**config.mk**
```make
export PLATFORM = sky130hd
export DESIGN_NAME = flash_port_ctrl
export DESIGN_NICKNAME = d
export VERILOG_FILES = /design/src/design/sync_two_stage.v /design/src/design/reset_seq_detect.v /design/src/design/flash_port_ctrl.v
export VERILOG_INCLUDE_DIRS = /design/src /design/src/design
export SDC_FILE = /design/constraint.sdc
export NUM_CORES = 1
export LEC_CHECK = 0
export BUFFER_PORTS_ARGS = -buffer_cell sky130_fd_sc_hd__buf_2
export CAP_MARGIN = 20
export CORE_MARGIN = 8
export CORE_UTILIZATION = 47
export CTS_BUF_LIST = sky130_fd_sc_hd__clkbuf_16
export DETAILED_ROUTE_END_ITERATION = 16
export GPL_TIMING_DRIVEN = 0
export PLACE_DENSITY = 0.87
export SLEW_MARGIN = 10
export SYNTH_ARGS = -nofsm -noshare
export SYNTH_HDL_FRONTEND = slang
export SYNTH_HIERARCHICAL = 1
export SYNTH_SLANG_ARGS = --single-unit
```
**constraint.sdc**
```tcl
create_clock -name mclk -period 1.79 [get_ports mclk]
set_input_delay 0.2685 -clock mclk [delete_from_list [all_inputs] [get_ports mclk]]
set_output_delay 0.2685 -clock mclk [all_outputs]
set_load 0.005 [all_outputs]
```
**src/design/flash_port_defines.vh**
```
// Constants for the serial flash port control block
//
// Contract
// - Writing user register top byte locks it forever
// - Lock sets status-2 flag field bits 5:3
// - Factory security register always locked, never programmed
// - Address 8:7 picks register, 6:0 picks byte
// - Byte index all ones is the top byte
// - Four chip-select rises sampling 0,1,0,1 reset
// - Any clock edge aborts the reset sequence
// - Reset in ultra-deep sleep invalidates buffer, volatiles
// - Reset elsewhere keeps buffer, resets volatile bits
// - Non-volatile status copies survive the reset
// - Reset returns interface to single-line mode
// - Non-byte chip-select release discards the operation
// - Wake command runs on release at clock 8 or 40 only
// - Identifier read: 40 clocks, bits 32-40, wake
// - Release at 41/42 gives identifier, stays asleep
// - Status-3 bit 7 picks hold or reset role
// - Quad enable makes pin data line, disables roles
// - Reset role held low refuses every command
// - Hold starts and ends on falling clock
// - Hold tristates output, ignores input and clock
// - Reset deferred until non-volatile operation completes
`ifndef FLASH_PORT_DEFINES_VH
`define FLASH_PORT_DEFINES_VH

// ----------------------------------------------------------------
// Command decode
// ----------------------------------------------------------------
`define CMD_WAKE        8'hAB
`define CMD_BITS        6'h08
`define ID_FIRST_CLK    6'h20
`define ID_LAST_CLK     6'h28
`define CLK_CNT_MAX     6'h3F

// ----------------------------------------------------------------
// Security registers and status fields
// ----------------------------------------------------------------
`define OTP_TOP_BYTE    7'h7F
`define OTP_FACTORY_REG 2'h0
`define SR2_QE_BIT      1
`define SR2_LOCK_LSB    3
`define SR3_ROLE_BIT    7

// ----------------------------------------------------------------
// Reset sequence
// ----------------------------------------------------------------
`define SEQ_LAST_STAGE  2'h3
`define PIN_IDLE        4'hA  // Idle pin levels: io3 high, si low, cs_n high, sck low

`endif

```
**src/design/sync_two_stage.v**
```verilog
// Two flip-flop synchroniser for pin inputs
`timescale 1ns/1ps
`default_nettype none

module sync_two_stage #(
   parameter             WIDTH   = 1,
   parameter [WIDTH-1:0] RST_VAL = {WIDTH{1'b0}}  // Idle level of each pin
) (
   input  wire             mclk,    // System clock
   input  wire             arst_n,  // Async reset, active low
   input  wire [WIDTH-1:0] d,       // Asynchronous inputs
   output reg  [WIDTH-1:0] q        // Synchronised outputs
);

   reg [WIDTH-1:0] meta;

   // First stage feeds only the second
   always @(posedge mclk or negedge arst_n) begin
      if (!arst_n) begin
         meta <= RST_VAL;
         q    <= RST_VAL;
      end else begin
         meta <= d;
         q    <= meta;
      end
   end

endmodule
`default_nettype wire

```
**src/design/reset_seq_detect.v**
```verilog
// Detector for the four-pulse chip-select reset sequence
`timescale 1ns/1ps
`default_nettype none
`include "flash_port_defines.vh"

module reset_seq_detect (
   input  wire mclk,      // System clock
   input  wire arst_n,    // Async reset, active low
   input  wire cs_rise,   // Chip select deasserted, one cycle
   input  wire sck_edge,  // Any serial clock edge, one cycle
   input  wire si_level,  // Synchronised serial input
   output reg  seq_hit    // Sequence complete, one cycle
);

   reg [1:0] stage;       // Pulses matched so far
   reg       clk_seen;    // Clock edge since last chip-select rise

   // Stage advances on matching, clockless pulses
   always @(posedge mclk or negedge arst_n) begin
      if (!arst_n) begin
         stage    <= 2'h0;
         clk_seen <= 1'b0;
         seq_hit  <= 1'b0;
      end else begin
         seq_hit <= 1'b0;
         if (sck_edge) begin
            stage    <= 2'h0;
            clk_seen <= 1'b1;
         end else if (cs_rise) begin
            clk_seen <= 1'b0;
            if (clk_seen) begin
               stage <= 2'h0;
            end else if (si_level == stage[0]) begin
               if (stage == `SEQ_LAST_STAGE) begin
                  stage   <= 2'h0;
                  seq_hit <= 1'b1;
               end else begin
                  stage <= stage + 2'h1;
               end
            end else begin
               stage <= si_level ? 2'h0 : 2'h1;
            end
         end
      end
   end

endmodule
`default_nettype wire

```
**src/design/flash_port_ctrl.v**
```verilog
// Serial flash port control: reset sequence, hold/reset pin, wake, OTP lock
`timescale 1ns/1ps
`default_nettype none
`include "flash_port_defines.vh"

module flash_port_ctrl #(
   parameter [7:0] DEVICE_ID = 8'h5A  // Arbitrary identifier value
) (
   input  wire       mclk,                  // System clock, 10 MHz
   input  wire       arst_n,                // Async reset, active low
   input  wire       sck,                   // Serial clock pin
   input  wire       cs_n,                  // Chip select pin, active low
   input  wire       si,                    // Serial input pin
   output reg        so,                    // Serial output pin value
   output reg        so_oe,                 // Serial output enable
   input  wire       io3_in,                // Shared hold/reset/io3 pin in
   output reg        io3_out,               // Shared pin drive value
   output reg        io3_oe,                // Shared pin drive enable
   input  wire [7:0] status3_cfg,           // Status register 3 image
   input  wire       quad_lane_enable,      // Quad enable bit
   input  wire       ultra_deep_sleep_mode, // Device in ultra-deep sleep
   input  wire       enter_deep_sleep,      // Enter deep sleep, pulse
   input  wire       nv_busy,               // Non-volatile write in progress
   input  wire       quad_active,           // Multi-line mode active
   input  wire [2:0] lock_init,             // Stored lock flags, loaded once
   input  wire       otp_req,               // Security program request pulse
   input  wire [8:0] otp_addr,              // Security program address
   output reg        otp_grant,             // Program accepted, pulse
   output reg        otp_refuse,            // Program refused, pulse
   output reg  [2:0] security_lock_flags,   // Lock flags of user registers
   output reg  [7:0] status2_lock_view,     // Status 2 lock/quad bits
   output reg        deep_sleep_mode,       // Device in deep sleep
   output reg        cmd_done,              // Command byte-aligned end, pulse
   output reg  [7:0] cmd_code,              // Last command byte
   output reg        op_discard,            // Non-byte release, pulse
   output reg        hold_active,           // Hold in effect
   output reg        dev_in_reset,          // Held by reset pin
   output reg        seq_reset,             // Chip-select reset applied, pulse
   output reg        buffer_invalid,        // Buffer undefined, pulse
   output reg        volatile_clear,        // Volatile status to defaults, pulse
   output reg        single_line_mode       // Single-line transfers restored
);

   // ----------------------------------------------------------------
   // Pin synchronisation and edges
   // ----------------------------------------------------------------
   wire [3:0] pin_sync;
   reg  [3:0] pin_last;
   wire       sck_s  = pin_sync[0];
   wire       cs_s   = pin_sync[1];
   wire       si_s   = pin_sync[2];
   wire       io3_s  = pin_sync[3];

   sync_two_stage #(
      .WIDTH   (4),
      .RST_VAL (`PIN_IDLE)
   ) u_sync (
      .mclk   (mclk),
      .arst_n (arst_n),
      .d      ({io3_in, si, cs_n, sck}),
      .q      (pin_sync)
   );

   // Previous synchronised values for edge finding
   always @(posedge mclk or negedge arst_n) begin
      if (!arst_n) begin
         pin_last <= `PIN_IDLE;
      end else begin
         pin_last <= pin_sync;
      end
   end

   wire sck_rise_raw = sck_s & ~pin_last[0];
   wire sck_fall_raw = ~sck_s & pin_last[0];
   wire cs_rise      = cs_s & ~pin_last[1];
   wire pin_role_on  = ~quad_lane_enable;
   wire role_reset   = status3_cfg[`SR3_ROLE_BIT];
   wire hold_pin_low = pin_role_on & ~role_reset & ~io3_s;
   wire rst_pin_low  = pin_role_on & role_reset & ~io3_s;

   // Clock edges reach the shifter only outside hold and pin reset
   wire sck_rise = sck_rise_raw & ~hold_active & ~dev_in_reset;
   wire sck_fall = sck_fall_raw & ~hold_active & ~dev_in_reset;

   // ----------------------------------------------------------------
   // Helper
   // ----------------------------------------------------------------
   function on_boundary;
      input [5:0] n;
      begin
         on_boundary = (n[2:0] == 3'h0);
      end
   endfunction

   // ----------------------------------------------------------------
   // Reset pin and hold
   // ----------------------------------------------------------------
   // Reset role: level follows pin, no command accepted while low
   always @(posedge mclk or negedge arst_n) begin
      if (!arst_n) begin
         dev_in_reset <= 1'b0;
      end else begin
         dev_in_reset <= rst_pin_low;
      end
   end

   // Hold changes only on falling clock, dropped while chip select is high or the pin role is not hold
   always @(posedge mclk or negedge arst_n) begin
      if (!arst_n) begin
         hold_active <= 1'b0;
      end else if (cs_s || !pin_role_on || role_reset) begin
         hold_active <= 1'b0;
      end else if (sck_fall_raw) begin
         hold_active <= hold_pin_low;
      end
   end

   // Shared pin is not driven by this block
   always @(posedge mclk or negedge arst_n) begin
      if (!arst_n) begin
         io3_out <= 1'b0;
         io3_oe  <= 1'b0;
      end else begin
         io3_out <= 1'b0;
         io3_oe  <= 1'b0;
      end
   end

   // ----------------------------------------------------------------
   // Clock counter and command capture
   // ----------------------------------------------------------------
   reg  [5:0] clk_cnt;
   reg  [7:0] shift_in;
   wire [5:0] next_clk_cnt = (clk_cnt == `CLK_CNT_MAX) ? clk_cnt : clk_cnt + 6'h01;

   // Count rising clocks inside a frame, sample input on the first eight
   always @(posedge mclk or negedge arst_n) begin
      if (!arst_n) begin
         clk_cnt  <= 6'h00;
         shift_in <= 8'h00;
      end else if (cs_s || dev_in_reset) begin
         clk_cnt  <= 6'h00;
      end else if (sck_rise) begin
         clk_cnt <= next_clk_cnt;
         if (clk_cnt < `CMD_BITS) begin
            shift_in <= {shift_in[6:0], si_s};
         end
      end
   end

   wire is_wake = (shift_in == `CMD_WAKE);

   // End of frame: execute on byte boundary, discard otherwise
   always @(posedge mclk or negedge arst_n) begin
      if (!arst_n) begin
         cmd_done   <= 1'b0;
         cmd_code   <= 8'h00;
         op_discard <= 1'b0;
      end else begin
         cmd_done   <= 1'b0;
         op_discard <= 1'b0;
         if (cs_rise && !dev_in_reset && clk_cnt != 6'h00) begin
            if (!on_boundary(clk_cnt)) begin
               op_discard <= 1'b1;
            end else if (clk_cnt >= `CMD_BITS) begin
               cmd_done <= 1'b1;
               cmd_code <= shift_in;
            end
         end
      end
   end

   // ----------------------------------------------------------------
   // Identifier output
   // ----------------------------------------------------------------
   wire id_window = is_wake && (clk_cnt >= `ID_FIRST_CLK) && (clk_cnt < `ID_LAST_CLK);

   // Drive identifier bits on falling clock, tristate in hold
   always @(posedge mclk or negedge arst_n) begin
      if (!arst_n) begin
         so    <= 1'b0;
         so_oe <= 1'b0;
      end else begin
         if (sck_fall && id_window) begin
            so <= DEVICE_ID[~clk_cnt[2:0]];
         end
         so_oe <= id_window && !cs_s && !(sck_fall_raw ? hold_pin_low : hold_active);
      end
   end

   // ----------------------------------------------------------------
   // Chip-select reset sequence
   // ----------------------------------------------------------------
   wire seq_hit;
   reg  seq_pending;

   reset_seq_detect u_seq (
      .mclk     (mclk),
      .arst_n   (arst_n),
      .cs_rise  (cs_rise),
      .sck_edge (sck_rise_raw | sck_fall_raw),
      .si_level (si_s),
      .seq_hit  (seq_hit)
   );

   wire seq_apply = (seq_hit | seq_pending) & ~nv_busy;

   // Hold a detected reset until the non-volatile operation ends
   always @(posedge mclk or negedge arst_n) begin
      if (!arst_n) begin
         seq_pending <= 1'b0;
      end else if (seq_apply) begin
         seq_pending <= 1'b0;
      end else if (seq_hit) begin
         seq_pending <= 1'b1;
      end
   end

   // Reset effects; non-volatile status copies are not touched here
   always @(posedge mclk or negedge arst_n) begin
      if (!arst_n) begin
         seq_reset        <= 1'b0;
         buffer_invalid   <= 1'b0;
         volatile_clear   <= 1'b0;
         single_line_mode <= 1'b1;
      end else begin
         seq_reset      <= seq_apply;
         buffer_invalid <= seq_apply & ultra_deep_sleep_mode;
         volatile_clear <= seq_apply;
         if (seq_apply) begin
            single_line_mode <= 1'b1;
         end else begin
            single_line_mode <= ~quad_active;
         end
      end
   end

   // ----------------------------------------------------------------
   // Deep sleep
   // ----------------------------------------------------------------
   wire wake_exec = cs_rise && !dev_in_reset && is_wake &&
                    (clk_cnt == `CMD_BITS || clk_cnt == `ID_LAST_CLK);

   // Wake on the exact command or identifier length, or on a sequence reset
   always @(posedge mclk or negedge arst_n) begin
      if (!arst_n) begin
         deep_sleep_mode <= 1'b0;
      end else if (wake_exec || seq_apply) begin
         deep_sleep_mode <= 1'b0;
      end else if (enter_deep_sleep) begin
         deep_sleep_mode <= 1'b1;
      end
   end

   // ----------------------------------------------------------------
   // Security register program and lock
   // ----------------------------------------------------------------
   reg        lock_loaded;
   wire [1:0] otp_sel    = otp_addr[8:7];
   wire [6:0] otp_byte   = otp_addr[6:0];
   wire       sel_factory = (otp_sel == `OTP_FACTORY_REG);
   wire       sel_locked  = sel_factory | security_lock_flags[otp_sel - 2'h1];

   // Load stored flags after reset, then lock on top-byte programming
   always @(posedge mclk or negedge arst_n) begin
      if (!arst_n) begin
         lock_loaded         <= 1'b0;
         security_lock_flags <= 3'h0;
         otp_grant           <= 1'b0;
         otp_refuse          <= 1'b0;
      end else begin
         otp_grant  <= 1'b0;
         otp_refuse <= 1'b0;
         if (!lock_loaded) begin
            lock_loaded         <= 1'b1;
            security_lock_flags <= lock_init;
         end else if (otp_req) begin
            if (sel_locked) begin
               otp_refuse <= 1'b1;
            end else begin
               otp_grant <= 1'b1;
               if (otp_byte == `OTP_TOP_BYTE) begin
                  security_lock_flags[otp_sel - 2'h1] <= 1'b1;
               end
            end
         end
      end
   end

   // Status register 2 view with lock field and quad bit
   always @(posedge mclk or negedge arst_n) begin
      if (!arst_n) begin
         status2_lock_view <= 8'h00;
      end else begin
         status2_lock_view <= 8'h00;
         status2_lock_view[`SR2_LOCK_LSB +: 3] <= security_lock_flags;
         status2_lock_view[`SR2_QE_BIT]        <= quad_lane_enable;
      end
   end

endmodule
`default_nettype wire

```
==> impl_metrics.ini, run 1 <==
[status]
status = finished, violations left
violations = hold timing

[synth]
synth_area_leaders = dfrtp_1 (52%), mux2_2 (8.3%), dfstp_2 (6.4%)
synth.distinct_cells = 44
yosys_warnings = 6
syn_inst = 191
yosysTopAreaCellShare_pct = 52.20
ys_async_sr_fraction_pct = 100.0
syn_area_per_cell_um2 = 12.80
synth_ff_type = dfrtp_1
ys_seq_elements = 57
yosysSeqAreaShare_pct = 58.65
synth_edf_count = 0
synth_area_leader_cell = dfrtp_1
synthesis.area_mm2 = 0.002445

[sta]
hold_ws_ns = -0.0001862
fin_crit_sh_pct = 97.26
clock_skew_ns = 0.005279
fin_ws_ns = 0.04899
maxSlewHeadroom_pct = 54.78
fmax_mhz = 574.4
drv_slew = 0
setup_viol = 0
setup-tns-final_ns = 0
rsz0062_at_grt = true
finalHoldViolCount = 2
finalCriticalPeriod_ns = 1.741
worstMarginPinSlew_ns = 0.6783

[power]
cellLeakagePower_nw = 1.630
clkPwrFrac_pct = 46.5
pwr_density_cell_mw_per_mm2 = 1052
power_switching_mw = 0.7132
irDropWorstVdd_mv = 0.5734
intPower_mw = 2.603
p_comb_share_pct = 8.2
swShare_pct = 21.51
power_frac_seq_pct = 45.2

[setup_path]
path_class = flop to flop
crit_arrival_ns = 1.93
cp-end-kind = flop
reg2reg_slack_ns = 0.05
path_max_fanout = 4
worstPathRequired_ns = 1.98
critPathLaunchType = flop

[die]
die_area_mm2 = 0.007766
boundaryPins = 66
start_util_pct = 48.18
rows = 26
die_h_um = 88.13
fp.coreArea_mm2 = 0.005075
die_w_um = 88.13

[placement]
gp_congestion = 0.8676
io_buffers = 52
dpl.hpwl_um = 3453
pre_cts_slack_ns = -0.1729

[global_route]
overflow = 0
antenna_found_initial = 0
grt_start_max_net_pins = 31
grt_first_pass_wirelength_um = 8010
grt_usage_pct = 13.31
first_global_vias = 1851

[layout]
area_growth_pct = 28.91
layout_common_cells = buf_2 (52), dfrtp_1 (51), inv_1 (20)
drive_above_1_share_pct = 38.43
antenna_cells = 0
final_core_util_pct = 62.11
nFillCells = 402
nets = 304
layout_commonest_cell = buf_2

[cts]
ctsLongestPathBuffers = 2
clk_pin_slew_ns = 0.05
root_buffer = clkbuf_16
cts_hold_buf = 0
clock_sinks = 57
cts-buffers-inserted = 9
htree_levels = 3
tritoncts = done
clkLatencyLatePin_ns = 0.31

[routing]
drt_iter0_markers = 64
ant_nets = 0
drtPass1Iterations = 4
wl_per_cell_um = 13.76
routed_wirelength_um = 4650
avgViaCountPerCell = 5.009
vias = 1693
drc_errors = 0

[worst_hold_path]
hold_class = primary input to async pin

[job]
cap_violations = 0
==> per-stage QoR <==
stage          power [mW]  instances  area (µm²)  hold WS (ns)
2_1_floorplan       1.657        196        2464      -0.02709
4_1_cts             3.373        338        3143       0.01590
3_5_place_dp        1.791        319        2831        0.3347
3_3_place_gp        1.765        318        2811        0.3345
5_1_grt             3.479        338        3152       0.04978
6_report            3.316        338        3152    -0.0001862
==> final timing paths <==
check	end	startpoint	cells past startpoint
max in group asynchronous	pin_last[1]	arst_n	2
worst max-delay path	cmd_code[3]	u_sync/q[1]	4
worst max register to register	cmd_code[3]	u_sync/q[1]	4
min in group mclk	u_sync/meta[3]	io3_in	1
worst min-delay path	buffer_invalid	arst_n	1
worst min register to register	u_sync/q[2]	u_sync/meta[2]	0
==> power groups by stage <==
stage	Sequential (mW)	Combinational (mW)	Clock, mW
after floorplan	1.50	0.162	0
after global placement	1.51	0.251	0
after detailed placement	1.52	0.271	0
after CTS	1.50	0.279	1.59
after global routing	1.52	0.308	1.65
final	1.50	0.274	1.54
==> worst max-delay path, cell delays in order (launching register included) <==
cell     delay, ns
dfstp_2       0.52
or3b_4        0.41
nor3_4        0.22
buf_6         0.15
mux2_2        0.33
==> routing by layer <==
metal / global-route usage (%) / up-vias / part of all wire, %
li1: - / 812 / -
met1: 14.54 / 809 / 43
met2: 22.23 / 65 / 49
met3: 3.096 / 7 / 6.4
met4: 9.677 / 0 / 2.2
met5: 0 / - / 0
==> final cells by class <==
| class | count | area, µm² | area share (%) |
|---|---|---|---|
| sequential | 57 | 1434 | 45.49 |
| multi-input combinational | 112 | 913.4 | 28.98 |
| inverter | 18 | 67.56 | 2.144 |
| clock inverter | 7 | 53.80 | 1.707 |
| timing repair buffer | 56 | 310.3 | 9.845 |
| buffer | 9 | 60.06 | 1.906 |
| tap | 70 | 87.58 | 2.779 |
| clock buffer | 9 | 225.2 | 7.146 |
==> registers in the layout, indices dropped and copies added, names as in the netlist, 2 cells and up <==
register / count
clk_cnt: 6
cmd_code: 8
pin_last: 2
security_lock_flags: 3
shift_in: 8
status2_lock_view: 4
u_seq/stage: 2
u_sync/meta: 4
u_sync/q: 4
==> cell families (layout without fill, tap and decap cells) <==
family | after synthesis | after routing | synth area share [%]
flip-flops | 57 | 57 | 58.65
multiplexers | 22 | 22 | 9.928
buffers and inverters | 27 | 99 | 5.220
AND/OR/NAND/NOR | 46 | 46 | 12.13
adder cells (fa/ha/maj) | 9 | 9 | 4.606
AO/OA/AOI/OAI | 26 | 26 | 8.445
other | 2 | 7 | 0.3072
XOR/XNOR | 2 | 2 | 0.7166
==> synth_stat cells, drive strengths merged, types with 2 or more instances <==
cell type / count
a211oi: 3
a21oi: 2
conb: 2
inv: 18
mux2i: 4
nand2: 9
or3b: 2
clkbuf: 2
nand4: 2
nor3: 4
and4b: 2
dfstp: 6
nor3b: 3
mux2: 18
and2: 2
nor2: 5
nor2b: 6
o2111ai: 2
o21ai: 3
buf: 7
nand3: 2
ha: 9
o21a: 2
o31ai: 5
dfrtp: 51
nor4bb: 2
xor2: 2
and4: 2
==> timing repair <==
| action | in CTS | in global routing |
|---|---|---|
| resized for setup | 3 | 2 |
| setup buffers | 3 | 0 |
| setup endpoints to repair | 8 | 16 |
| pin swaps | 1 | 1 |
Note: power is estimated with default switching activity, not from simulation.
==> run 2, diff against run 1 <==
CELL_PAD_IN_SITES_DETAIL_PLACEMENT = 1   (was default)
CELL_PAD_IN_SITES_GLOBAL_PLACEMENT = 1   (was default)
CORE_UTILIZATION = 35   (was 47)
PLACE_DENSITY = 0.83   (was 0.87)
==> run 2 against run 1 <==
  * The run now ends clean
  * Clock skew barely moved
  * Wire length rose by 25%
  * Non-clock buffer count unchanged
  * Critical path type unchanged
  * Highest routed layer unchanged
==> impl_metrics.ini, run 2 (synthesized netlist as in run 1, its figures left out) <==
[die]
boundaryPins = 66
rows = 30
fp.coreArea_mm2 = 0.006794
die_h_um = 99.58
die_area_mm2 = 0.009915
start_util_pct = 35.99
die_w_um = 99.58

[routing]
route.met3.wl_um = 381
wl_met2_um = 3141
ant_nets = 0
avgViaCountPerCell = 4.852
wl_per_cell_um = 16.00
drc_errors = 0
met1_length_um = 2284
maxUsedRoutingLayer = met4
drt_iter0_markers = 21
drtPass1Iterations = 7
vias = 1766
routed_wirelength_um = 5825

[placement]
dpl.hpwl_um = 4218
gp_congestion = 0.8008
postPlaceCellArea_mm2 = 0.002864
io_buffers = 52

[layout]
final_core_util_pct = 48.34
layout_common_cells = buf_2 (52), dfrtp_1 (51), inv_1 (18)
antenna_cells = 0
area_growth_pct = 34.34
nFillCells = 734
drive_above_1_share_pct = 39.18
layout_commonest_cell = buf_2
post-route-cell-area_mm2 = 0.003284
reg.largest.list = cmd_code: 8 flops, shift_in: 8 flops, clk_cnt: 6 flops
nets = 304

[global_route]
grt_usage_pct = 12.82
overflow = 0
first_global_vias = 2065
grt_first_pass_wirelength_um = 10010
grt_start_max_net_pins = 38
antenna_found_initial = 0

[power]
irDropWorstVdd_mv = 0.5788
finalPower_mw = 3.828
cellLeakagePower_nw = 1.666
pwr_density_cell_mw_per_mm2 = 1166

[setup_path]
worstPathRequired_ns = 1.99
timing.critical_path.buf_inv = 1
cp-end-kind = flop
cp_slowest_stage_delay_ns = 0.53
critPathLaunchType = flop
path_max_fanout = 9
path_class = flop to flop
path_delay_family = simple AND/OR/NAND/NOR gates
cpMaxStageDelayCell = dfstp_2
crit_chain = or3b_4, nor3_4, buf_12, mux2_2
crit_arrival_ns = 1.96

[sta]
setup_viol = 0
hold_ws_ns = 0.05200
finalHoldViolCount = 0
rsz0062_at_grt = true
fin_crit_sh_pct = 98.46
drv_slew = 0
clock_skew_ns = 0.005300
fmax_mhz = 567.4
finalCriticalPeriod_ns = 1.762

[job]
cap_violations = 0

[cts]
htree_levels = 3
ctsLongestPathBuffers = 2
clock_sinks = 57
clk_pin_slew_ns = 0.05
cts-buffers-inserted = 9
root_buffer = clkbuf_16
clkLatencyLatePin_ns = 0.32
tritoncts = done

[status]
status = completed

[worst_hold_path]
hold_class = primary input to flop
run 2: cell count changes in the layout (fill, tap and decap cells not counted), sizes merged:
| cell | delta |
|---|---|
| dlygate4sd3 | +1 |
| bufinv | +3 |
| inv | -2 |
| buf | -1 |
| clkinv | -1 |
run 2: worst reg2reg max path, stage by stage (launching register included):
cell	delay, ns
dfstp_2	0.53
or3b_4	0.41
nor3_4	0.21
buf_12	0.16
mux2_2	0.33
run 2: metal layers:
metal | global-route usage, % | vias up
met3 | 5.168 | 2
met2 | 23.61 | 58
li1 | - | 812
met1 | 12.89 | 894
met5 | 0 | -
met4 | 3.842 | 0
run 2: cell type report:
cell class | count | area [µm²] | share of cell area, %
timing repair buffer | 56 | 317.8 | 9.676
sequential | 57 | 1434 | 43.66
clock inverter | 7 | 132.6 | 4.038
tap | 96 | 120.1 | 3.657
multi-input combinational | 112 | 927.1 | 28.23
clock buffer | 9 | 225.2 | 6.857
inverter | 18 | 67.56 | 2.057
buffer | 9 | 60.06 | 1.829
run 2: timing repair:
action	CTS	global route
buffers inserted	2	0
pin swaps	1	1
endpoints found under the setup margin	16	16
hold buffers	1	0
resized for setup	3	3
hold endpoints to repair	15	0
run 2: final timing paths:
kind / start / end / slack (ns) / depth (start not counted)
max: u_sync/q[1] / cmd_code[0] / 0.03 / 4
min: io3_in / u_sync/meta[3] / 0.05 / 1
max reg2reg: u_sync/q[1] / cmd_code[0] / 0.03 / 4
min reg2reg: u_sync/meta[0] / u_sync/q[0] / 0.35 / 0
max in group asynchronous: arst_n / single_line_mode / 0.72 / 3
min in group asynchronous: arst_n / clk_cnt[2] / 0.46 / 2
run 2: through the flow:
stage                     setup WS, ns  setup TNS [ns]  instances
after floorplan                0.01031               0        196
after global placement         -0.2020          -1.969        344
after detailed placement       -0.2281          -2.282        345
after CTS                     0.007919               0        364
after global routing          -0.02588         -0.1033        364
final                          0.02755               0        364
run 2: report_power, final:
part           total (mW)  switching (mW)  internal [mW]
combinational       0.278           0.127          0.151
clock                2.04           0.552           1.49
sequential           1.51           0.104           1.41
